===== src/verilog/mrw_defines.svh =====
// Constants for the multi-line read host controller
`ifndef MRW_DEFINES_SVH
`define MRW_DEFINES_SVH
`define MRW_OFS_CTRL     12'h000
`define MRW_OFS_ADDR     12'h004
`define MRW_OFS_DATA     12'h008
`define MRW_OFS_STAT     12'h00C
`define MRW_CTRL_GO      0
`define MRW_CTRL_CONT    1
`define MRW_CTRL_SKIPOP  2
`define MRW_CTRL_CMD_LSB 4
`define MRW_CTRL_LEN_LSB 8
`define MRW_CTRL_WRAP_LSB 16
`define MRW_STAT_BUSY    0
`define MRW_STAT_VALID   1
`define MRW_OP_DUAL      8'hBB
`define MRW_OP_QUAD      8'hEB
`define MRW_OP_WORD      8'hE7
`define MRW_OP_OCTAL     8'hE3
`define MRW_OP_WRAP      8'h77
`define MRW_OP_MODE_RST  8'hFF
`define MRW_MODE_CONT    8'h20
`define MRW_MODE_EXIT    8'hFF
`define MRW_DUMMY_QUAD   4
`define MRW_DUMMY_WORD   2
`define MRW_DIV_HALF     4
`endif


===== src/verilog/mrw_pkg.sv =====
// Types for the multi-line read host controller
package mrw_pkg;
	typedef enum logic [2:0] {
		MRW_IDLE  = 3'b000,
		MRW_OPC   = 3'b001,
		MRW_ADDR  = 3'b011,
		MRW_MODE  = 3'b010,
		MRW_DUMMY = 3'b110,
		MRW_DATA  = 3'b111,
		MRW_GAP   = 3'b101
	} mrw_state_e;
	typedef enum logic [2:0] {
		MRW_C_DUAL  = 3'h0,
		MRW_C_QUAD  = 3'h1,
		MRW_C_WORD  = 3'h2,
		MRW_C_OCTAL = 3'h3,
		MRW_C_WRAP  = 3'h4,
		MRW_C_MRST  = 3'h5
	} mrw_cmd_e;
	typedef struct packed {
		logic       cs_n;
		logic       sck;
		logic [3:0] dout;
		logic [3:0] oe;
	} mrw_pins_s;
	typedef struct packed {
		mrw_state_e st;
		mrw_cmd_e   cmd;
		mrw_pins_s  pins;
		logic [3:0] div;
		logic [5:0] cnt;
		logic [31:0] shreg;
		logic [7:0] len;
		logic [7:0] nbyte;
		logic [7:0] rdbyte;
		logic [2:0] bitc;
		logic       cont;
		logic       skipop;
		logic [7:0] wrapb;
		logic [23:0] addr;
		logic [7:0] data;
		logic       valid;
		logic [31:0] prdata;
		logic       pready;
		logic [1:0] sync_a;
		logic [3:0] din_a;
		logic [3:0] din_b;
	} mrw_reg_s;
endpackage


===== src/verilog/mrw_host.sv =====
// Host controller for multi-line flash reads and burst-wrap setting
// Summary of operation
// - Dual read sends address two bits per clock
// - Eight mode bits follow address; upper nibble matters
// - Dual read: host releases lines for the last mode bit pair
// - Lines released before first data clock
// - Dual exit: ones on line zero, sixteen clocks
// - Quad exit: ones on line zero, eight clocks; host always sends sixteen
// - Word read: even address, two dummy clocks
// - Octal read: address low nibble zero, no dummy
// - Wrap command: opcode, 24 ignored, eight bits
// - Wrap off by default; set bit 4 to leave
//
// The APB interface to the registers and the address map were decided locally.
`timescale 1ns/1ps
`include "mrw_defines.svh"
module mrw_host (
	// APB slave
	input  wire logic        pclk,
	input  wire logic        presetn,
	input  wire logic        psel,
	input  wire logic        penable,
	input  wire logic        pwrite,
	input  wire logic [11:0] paddr,
	input  wire logic [31:0] pwdata,
	output logic      [31:0] prdata,
	output logic             pready,
	output logic             pslverr,
	// Flash pins
	output logic             flash_cs_n,
	output logic             flash_sck,
	output logic      [3:0]  data_line_out,
	output logic      [3:0]  data_line_oe,
	input  wire logic [3:0]  data_line_in
);
	mrw_pkg::mrw_reg_s r_r, r_nxt;

	function automatic logic [5:0] addr_clocks(input mrw_pkg::mrw_cmd_e c);
		if (c == mrw_pkg::MRW_C_DUAL)
			addr_clocks = 6'd12;
		else
			addr_clocks = 6'd6;
	endfunction

	function automatic logic [3:0] lane_mask(input mrw_pkg::mrw_cmd_e c);
		lane_mask = (c == mrw_pkg::MRW_C_DUAL) ? 4'h3 : 4'hF;
	endfunction

	logic       apb_wr;
	logic       apb_rd;
	logic       sck_fall;
	logic       sck_rise;
	logic [3:0] lanes;
	logic [2:0] step;

	assign apb_wr = psel && penable && pwrite;
	assign apb_rd = psel && penable && !pwrite;
	assign lanes = lane_mask(r_r.cmd);
	assign step = (r_r.cmd == mrw_pkg::MRW_C_DUAL) ? 3'd2 : 3'd4;

	always_comb begin
		logic [7:0] opc;
		opc = `MRW_OP_DUAL;
		r_nxt = r_r;
		r_nxt.pready = 1'b0;
		r_nxt.sync_a = {r_r.sync_a[0], 1'b0};
		r_nxt.din_a = data_line_in;
		r_nxt.din_b = r_r.din_a;
		sck_rise = 1'b0;
		sck_fall = 1'b0;
		// Divider makes the serial clock; bits change at its low edge
		if (r_r.st != mrw_pkg::MRW_IDLE) begin
			if (r_r.div == 4'(`MRW_DIV_HALF - 1)) begin
				r_nxt.div = 4'h0;
				// Close the frame instead of a spare rising edge
				if (r_r.st == mrw_pkg::MRW_GAP) begin
					r_nxt.pins.cs_n = 1'b1;
					r_nxt.pins.oe = 4'h0;
					r_nxt.st = mrw_pkg::MRW_IDLE;
				end else begin
					r_nxt.pins.sck = !r_r.pins.sck;
					sck_rise = !r_r.pins.sck;
					sck_fall = r_r.pins.sck;
				end
			end else begin
				r_nxt.div = r_r.div + 4'h1;
			end
		end
		if (psel && !penable) begin
			r_nxt.pready = 1'b1;
			unique case (paddr)
			`MRW_OFS_ADDR: r_nxt.prdata = {8'h00, r_r.addr};
			`MRW_OFS_DATA: r_nxt.prdata = {24'h0, r_r.data};
			`MRW_OFS_STAT: r_nxt.prdata = {30'h0, r_r.valid,
					r_r.st != mrw_pkg::MRW_IDLE};
			`MRW_OFS_CTRL: r_nxt.prdata = {8'h00, r_r.wrapb,
					r_r.len, 1'b0, r_r.cmd, 1'b0,
					r_r.skipop, r_r.cont, 1'b0};
			default: r_nxt.prdata = 32'h0;
			endcase
		end
		if (apb_rd && paddr == `MRW_OFS_DATA)
			r_nxt.valid = 1'b0;
		if (apb_wr && paddr == `MRW_OFS_ADDR)
			r_nxt.addr = pwdata[23:0];
		if (apb_wr && paddr == `MRW_OFS_CTRL && r_r.st == mrw_pkg::MRW_IDLE
				&& pwdata[`MRW_CTRL_GO]) begin
			r_nxt.cmd = mrw_pkg::mrw_cmd_e'(pwdata[`MRW_CTRL_CMD_LSB +: 3]);
			r_nxt.cont = pwdata[`MRW_CTRL_CONT];
			r_nxt.len = pwdata[`MRW_CTRL_LEN_LSB +: 8];
			r_nxt.wrapb = pwdata[`MRW_CTRL_WRAP_LSB +: 8];
			r_nxt.nbyte = 8'h0;
			r_nxt.div = 4'h0;
			r_nxt.pins.cs_n = 1'b0;
			r_nxt.pins.oe = 4'h1;
			unique case (mrw_pkg::mrw_cmd_e'(pwdata[`MRW_CTRL_CMD_LSB +: 3]))
			mrw_pkg::MRW_C_QUAD:  opc = `MRW_OP_QUAD;
			mrw_pkg::MRW_C_WORD:  opc = `MRW_OP_WORD;
			mrw_pkg::MRW_C_OCTAL: opc = `MRW_OP_OCTAL;
			mrw_pkg::MRW_C_WRAP:  opc = `MRW_OP_WRAP;
			mrw_pkg::MRW_C_MRST:  opc = `MRW_OP_MODE_RST;
			default:              opc = `MRW_OP_DUAL;
			endcase
			// Skip opcode when the previous read left the mode pair at 10
			if (r_r.skipop && pwdata[`MRW_CTRL_CMD_LSB +: 3] < 3'd4) begin
				r_nxt.st = mrw_pkg::MRW_ADDR;
				r_nxt.cnt = addr_clocks(mrw_pkg::mrw_cmd_e'(
					pwdata[`MRW_CTRL_CMD_LSB +: 3]));
				r_nxt.shreg = {r_r.addr, 8'h00};
				r_nxt.pins.oe = lane_mask(mrw_pkg::mrw_cmd_e'(
					pwdata[`MRW_CTRL_CMD_LSB +: 3]));
			end else begin
				r_nxt.st = mrw_pkg::MRW_OPC;
				r_nxt.shreg = {opc, 24'h0};
				// Mode-reset: all ones on line zero, 16 clocks
				r_nxt.cnt = (pwdata[`MRW_CTRL_CMD_LSB +: 3] == 3'd5) ?
					6'd16 : 6'd8;
				if (pwdata[`MRW_CTRL_CMD_LSB +: 3] == 3'd5)
					r_nxt.shreg = 32'hFFFF_FFFF;
			end
			r_nxt.pins.dout = {3'b000, r_nxt.shreg[31]};
			if (r_nxt.st == mrw_pkg::MRW_ADDR)
				r_nxt.pins.dout = (r_nxt.cmd == mrw_pkg::MRW_C_DUAL) ?
					{2'b00, r_nxt.shreg[31:30]} : r_nxt.shreg[31:28];
			r_nxt.skipop = 1'b0;
		end
		if (sck_rise && r_r.st == mrw_pkg::MRW_DATA) begin
			// Data is sampled at the rising edge, MSB first
			r_nxt.rdbyte = (r_r.cmd == mrw_pkg::MRW_C_DUAL) ?
				{r_r.rdbyte[5:0], r_r.din_b[1:0]} :
				{r_r.rdbyte[3:0], r_r.din_b};
		end
		if (sck_fall) begin
			r_nxt.cnt = r_r.cnt - 6'd1;
			unique case (r_r.st)
			mrw_pkg::MRW_OPC: begin
				r_nxt.shreg = {r_r.shreg[30:0], 1'b1};
				r_nxt.pins.dout = {3'b000, r_r.shreg[30]};
				if (r_r.cnt == 6'd1) begin
					if (r_r.cmd == mrw_pkg::MRW_C_MRST) begin
						r_nxt.st = mrw_pkg::MRW_GAP;
					end else begin
						r_nxt.st = mrw_pkg::MRW_ADDR;
						r_nxt.cnt = (r_r.cmd == mrw_pkg::MRW_C_WRAP) ?
							6'd24 : addr_clocks(r_r.cmd);
						r_nxt.shreg = (r_r.cmd == mrw_pkg::MRW_C_WRAP) ?
							32'h0 : {r_r.addr, 8'h00};
						r_nxt.pins.oe = (r_r.cmd == mrw_pkg::MRW_C_WRAP) ?
							4'h1 : lanes;
						r_nxt.pins.dout = (r_r.cmd == mrw_pkg::MRW_C_WRAP) ?
							4'h0 : r_r.addr[23:20] &
							((r_r.cmd == mrw_pkg::MRW_C_DUAL) ?
							{2'b00, r_r.addr[23:22]} : 4'hF);
						if (r_r.cmd == mrw_pkg::MRW_C_DUAL)
							r_nxt.pins.dout = {2'b00, r_r.addr[23:22]};
					end
				end
			end
			mrw_pkg::MRW_ADDR: begin
				if (r_r.cmd == mrw_pkg::MRW_C_WRAP) begin
					r_nxt.shreg = {r_r.shreg[30:0], 1'b0};
					r_nxt.pins.dout = {3'b000, r_r.cnt == 6'd1 ?
						r_r.wrapb[7] : 1'b0};
					if (r_r.cnt == 6'd1) begin
						r_nxt.st = mrw_pkg::MRW_MODE;
						r_nxt.cnt = 6'd8;
						r_nxt.shreg = {r_r.wrapb, 24'h0};
					end
				end else begin
					r_nxt.shreg = r_r.shreg << step;
					r_nxt.pins.dout = (r_r.cmd == mrw_pkg::MRW_C_DUAL) ?
						{2'b00, r_nxt.shreg[31:30]} : r_nxt.shreg[31:28];
					if (r_r.cnt == 6'd1) begin
						r_nxt.st = mrw_pkg::MRW_MODE;
						r_nxt.cnt = (r_r.cmd == mrw_pkg::MRW_C_DUAL) ?
							6'd4 : 6'd2;
						r_nxt.shreg = {(r_r.cont ? `MRW_MODE_CONT :
							`MRW_MODE_EXIT), 24'h0};
						r_nxt.pins.dout = (r_r.cmd ==
							mrw_pkg::MRW_C_DUAL) ? {2'b00,
							r_nxt.shreg[31:30]} : r_nxt.shreg[31:28];
					end
				end
			end
			mrw_pkg::MRW_MODE: begin
				if (r_r.cmd == mrw_pkg::MRW_C_WRAP) begin
					r_nxt.shreg = {r_r.shreg[30:0], 1'b0};
					r_nxt.pins.dout = {3'b000, r_r.shreg[30]};
					if (r_r.cnt == 6'd1)
						r_nxt.st = mrw_pkg::MRW_GAP;
				end else begin
					r_nxt.shreg = r_r.shreg << step;
					r_nxt.pins.dout = (r_r.cmd == mrw_pkg::MRW_C_DUAL) ?
						{2'b00, r_nxt.shreg[31:30]} : r_nxt.shreg[31:28];
					// Last mode bit pair undriven to widen turnaround
					if (r_r.cnt <= 6'd2 && r_r.cmd == mrw_pkg::MRW_C_DUAL)
						r_nxt.pins.oe = 4'h0;
					if (r_r.cnt == 6'd1) begin
						r_nxt.pins.oe = 4'h0;
						r_nxt.skipop = r_r.cont;
						unique case (r_r.cmd)
						mrw_pkg::MRW_C_QUAD: begin
							r_nxt.st = mrw_pkg::MRW_DUMMY;
							r_nxt.cnt = 6'(`MRW_DUMMY_QUAD);
						end
						mrw_pkg::MRW_C_WORD: begin
							r_nxt.st = mrw_pkg::MRW_DUMMY;
							r_nxt.cnt = 6'(`MRW_DUMMY_WORD);
						end
						default: begin
							r_nxt.st = mrw_pkg::MRW_DATA;
							r_nxt.bitc = 3'd0;
						end
						endcase
					end
				end
			end
			mrw_pkg::MRW_DUMMY: begin
				if (r_r.cnt == 6'd1) begin
					r_nxt.st = mrw_pkg::MRW_DATA;
					r_nxt.bitc = 3'd0;
				end
			end
			mrw_pkg::MRW_DATA: begin
				// Device advances its address each byte
				r_nxt.bitc = r_r.bitc + 3'(step);
				if (r_r.bitc + 3'(step) == 3'd0) begin
					r_nxt.data = r_r.rdbyte;
					r_nxt.valid = 1'b1;
					r_nxt.nbyte = r_r.nbyte + 8'h1;
					if (r_r.nbyte == r_r.len)
						r_nxt.st = mrw_pkg::MRW_GAP;
				end
			end
			mrw_pkg::MRW_GAP: begin
				r_nxt.pins.cs_n = 1'b1;
				r_nxt.pins.oe = 4'h0;
				r_nxt.st = mrw_pkg::MRW_IDLE;
			end
			default: r_nxt.st = mrw_pkg::MRW_IDLE;
			endcase
		end
		// Back-pressure is absent: an unread byte is overwritten
		if (r_nxt.st == mrw_pkg::MRW_IDLE)
			r_nxt.pins.sck = 1'b0;
	end

	always_ff @(posedge pclk or negedge presetn) begin
		if (!presetn) begin
			r_r <= '{st: mrw_pkg::MRW_IDLE, cmd: mrw_pkg::MRW_C_DUAL,
				pins: '{cs_n: 1'b1, default: '0},
				wrapb: 8'h10, default: '0};
		end else begin
			r_r <= r_nxt;
		end
	end

	assign prdata = r_r.prdata;
	assign pready = r_r.pready;
	assign pslverr = 1'b0;
	assign flash_cs_n = r_r.pins.cs_n;
	assign flash_sck = r_r.pins.sck;
	assign data_line_out = r_r.pins.dout;
	assign data_line_oe = r_r.pins.oe;
endmodule


===== config.mk =====
export PLATFORM = sky130hd
export DESIGN_NAME = mrw_host
export DESIGN_NICKNAME = d
export VERILOG_FILES = /design/src/verilog/mrw_pkg.sv /design/src/verilog/mrw_host.sv
export VERILOG_INCLUDE_DIRS = /design/src /design/src/verilog
export SDC_FILE = /design/constraint.sdc
export NUM_CORES = 1
export LEC_CHECK = 0
export BUFFER_PORTS_ARGS = -buffer_cell sky130_fd_sc_hd__buf_2
export CAP_MARGIN = 20
export CORE_MARGIN = 8
export CORE_UTILIZATION = 65
export CTS_BUF_LIST = sky130_fd_sc_hd__clkbuf_2
export CTS_CLUSTER_DIAMETER = 100
export CTS_CLUSTER_SIZE = 8
export DETAILED_ROUTE_END_ITERATION = 6
export GPL_TIMING_DRIVEN = 0
export PLACE_DENSITY_LB_ADDON = 0.25
export SETUP_SLACK_MARGIN = 0.2
export SLEW_MARGIN = 10
export SYNTH_ARGS = -nofsm -noshare
export SYNTH_HDL_FRONTEND = slang
export SYNTH_SLANG_ARGS = --single-unit

===== constraint.sdc =====
create_clock -name pclk -period 8.14 [get_ports pclk]
set_clock_uncertainty 0.2 [all_clocks]
set_input_delay 2.442 -clock pclk [delete_from_list [all_inputs] [get_ports pclk]]
set_output_delay 2.442 -clock pclk [all_outputs]
set_load 0.1 [all_outputs]

==> run_results.csv <==
group,metric,value,unit
routing,wl_per_cell,22.3,um
yosys,yosysTopAreaCell,"dfrtp_1",
routing,ant_nets,0,
run,maxCapViolations,0,
yosys,synthSimpleGateAreaFrac,0.178,
critical_path,cp-end-kind,"flip-flop",
yosys,synth.top_cells.by_area,"dfrtp_1 42%, nand2_1 8.3%, mux2i_1 4.1%, mux2_2 3.6%, buf_4 3.3%",
yosys,netlist_instances,1037,
critical_path,start_kind,"input pin",
timing,rsz0062_at_grt,"false",
yosys,synth-xor-area-share,0.0216,
yosys,synth_edf_count,0,
yosys,synth-compound-area-share,0.214,
critical_path,crit_family,"simple AND/OR/NAND/NOR gates",
placed_design,gp_congestion,1.04,
critical_path,worstRegToRegCells,11,
placed_design,dp.cells,1304,
global_routing,gr-usage-all-layers,0.329,
clock_network,postCtsHoldBufs,0,
timing,final.setup.tns,0,ns
timing,relSlewSlack,0.384,
critical_path,cp_max_fo,10,
die,die_h,136,um
critical_path,rr_endpoint,"r_r[104]",
yosys,synth_warnings,0,
timing,fin_crit,4.46,ns
finish,stdcell_count,1337,
placed_design,dp_hpwl,21.9,mm
run_status,violations,"DRC",
routing,initialDrtViolationCount,1112,
die,die_w,136,um
timing,min_period_over_period,0.548,
critical_path,worstReg2RegStart,"r_r[167]",
power,p_per_area,127,nW/um^2
yosys,ys_seq_area_frac,0.427,
power,ir_drop,0.112,mV
routing,viasPerCell,6.67,
critical_path,crit_buf_inv,3,
die,io_pins,97,
critical_path,slowest_delay,0.53,ns
clock_network,clk_pin_slew,0.23,ns
global_routing,first_global_vias,8756,
hold_path,hold_path_end,"r_r[2]",
global_routing,grt_max_degree,89,
finish,area_growth,9.75,%
global_routing,grt_pass1_wl,47.3,mm
critical_path,critPathArrivalTime,4.94,ns
yosys,synth.cell_area,9330,sq um
yosys,synth_ff_type,"dfrtp_1",
finish,fillerInstances,1124,
routing,remaining_drc_errors,14,
clock_network,htree_levels,4,
critical_path,cp.required,8.62,ns
critical_path,cp_common_cell,"clkbuf_1",
yosys,synth.top_cell.area_share,0.421,
finish,fin_nets,1202,
die,dieArea,18400,sq um
routing,drtPass1Iterations,7,
yosys,ys_ff_latch,159,
timing,worst_slew_pin_slew,0.918,ns
global_routing,gr-total-overflow,0,
critical_path,critPathKind,"input pin to flip-flop",
clock_network,clkLatencyLatePin,0.78,ns
timing,hold_viol,0,
hold_path,hold_path.class,"flip-flop to flip-flop",
critical_path,path_cells,"buf_2 -> or4_4 -> nor4_1 -> and2_1 -> clkbuf_1 -> clkbuf_1 -> a22oi_1 -> o21ai_0",
routing,routed_wl,29.9,mm
placed_design,numPortBuffers,77,
clock_network,cts_tree,"built",
clock_network,clockBufferDepth,2,
timing,slew_viol_final,0,
hold_path,hold_start,"r_nxt[2]",
clock_network,cts_buffers,17,
hold_path,whs_path_depth,0,
global_routing,antenna_found_initial,2,
timing,fmax,224,MHz
clock_network,clock-sinks,159,
yosys,yosys.area_share.adder,0.00805,
routing,via_count,8918,
die,initial_utilization,0.670,
critical_path,rrSetupSlack,3.71,ns
yosys,synth.mux.area_fraction,0.0770,
yosys,yosysMostFrequentCell,"nand2_1",
yosys,synth_common_cells,"206 x nand2_1, 157 x dfrtp_1, 69 x clkbuf_1, 50 x nor2_1, 44 x a21oi_1",
finish,drive_gt1_frac,0.196,
clock_network,cts_setup_buffers,0,
clock_network,cts_root_buf,"clkbuf_2",
die,row_count,43,
critical_path,crit_path_top_delay_cell,"or4_4",
clock_network,cts_resized,0,
yosys,yosysUniqueCellTypes,74,
die,core_area,13900,sq um
run_status,status,"finished, violations left",
power,p_leak,4.69,nW
yosys,synth_top_family_by_area,"compound AO/OA/AOI/OAI gates",
yosys,async_reset_ff_frac,1.00,
timing,finalSetupViolCount,0,
yosys,avgSynthCellArea,9.00,sq um
==> report_power, final <==
part / internal, mW / switching, mW / total [mW]
clock network: 0.119 / 0.310 / 0.429
registers: 0.794 / 0.000942 / 0.795
logic: 0.0186 / 0.0599 / 0.0785
total: 0.931 / 0.371 / 1.30
==> metal layers <==
layer / part of all wire / track usage / wire [um] / vias up
met3: 0.11 / 0.0856 / 3230 / 110
met1: 0.39 / 0.425 / 11700 / 4261
met4: 0.035 / 0.152 / 1030 / 2
li1: - / - / - / 3933
met5: 0.00054 / 0 / 16 / -
met2: 0.47 / 0.509 / 13900 / 612
==> how the worst max path moves through the flow <==
stage	slack, ns	cells after the start	end	start
floorplan	3.40	8	r_r[139]	paddr[9]
global placement	2.05	1	r_r[73]	presetn
detailed placement	2.93	8	prdata[17]	paddr[9]
CTS	3.70	1	flash_cs_n	flash_cs_n
global route	3.62	8	prdata[23]	paddr[9]
finish	3.68	8	prdata[23]	paddr[9]
==> worst register-to-register path, delay by kind of cell (launching register included) <==
family	cells	cell delay, ns
flops	1	0.42
compound gates	2	0.35
simple gates	2	1.19
fa+ha+maj	1	0.28
buf+inv	4	1.49
xor+xnor	2	0.38
==> kinds of logic after synthesis <==
kind of cell               Yosys count
buffers and inverters              137
adders and majority gates            6
muxes                               68
DFF                                159
other                                1
AOI/OAI and AO/OA                  281
xor gates and xnor gates            23
and+or+nand+nor                    362
==> cells in the final DEF (no fill, tap or decap), drive strengths merged, types with 4 or more instances in the layout <==
cell and n:
a21o 4, nand3 21, clkinvlp 5, a211oi 27
clkbuf 88, o21ai 36, a22o 11, dfrtp 157
a31oi 8, or4 8, nand2 206, nor3 17
or2 5, nand2b 8, and3 4, o22ai 5
nor2 51, a222oi 4, nor3b 4, buf 138
or3 7, a221oi 11, a31o 17, nor2b 6
a32oi 4, mux2i 38, nor4 8, ha 6
xnor2 7, inv 14, mux2 30, a22oi 28
o31ai 32, a21oi 44, a2111oi 4, xor2 16
o211ai 23, conb 9
==> flip-flops by register name, summed over array words and instances (netlist names) <==
signal         cells
data_line_oe       4
r_r              120
prdata            24
r_nxt              4
pready             1
flash_cs_n         1
data_line_out      4
flash_sck          1
==> cell type report <==
type	count	area, sq um	share of cell area
antenna	1	2.50	0.000244
buffer	128	656	0.0640
clock buffer	19	95.1	0.00929
clock inverter	13	129	0.0126
inverter	9	33.8	0.00330
multi-input combinational	749	4690	0.458
sequential	159	3980	0.389
tap	180	225	0.0220
timing repair buffer	79	428	0.0418
==> stage by stage <==
stage	setup slack [ns]	power, mW	utilization	area, sq um	hold slack [ns]
after floorplan	3.40	0.848	-	9360	0.131
after global placement	2.05	0.883	0.716	9970	0.133
after detailed placement	2.93	0.886	0.719	10000	0.141
after CTS	3.70	1.30	0.735	10200	0.192
after global routing	3.62	1.34	0.735	10200	0.201
final	3.68	1.30	0.735	10200	0.187
Note: power is estimated with default switching activity, not from simulation.
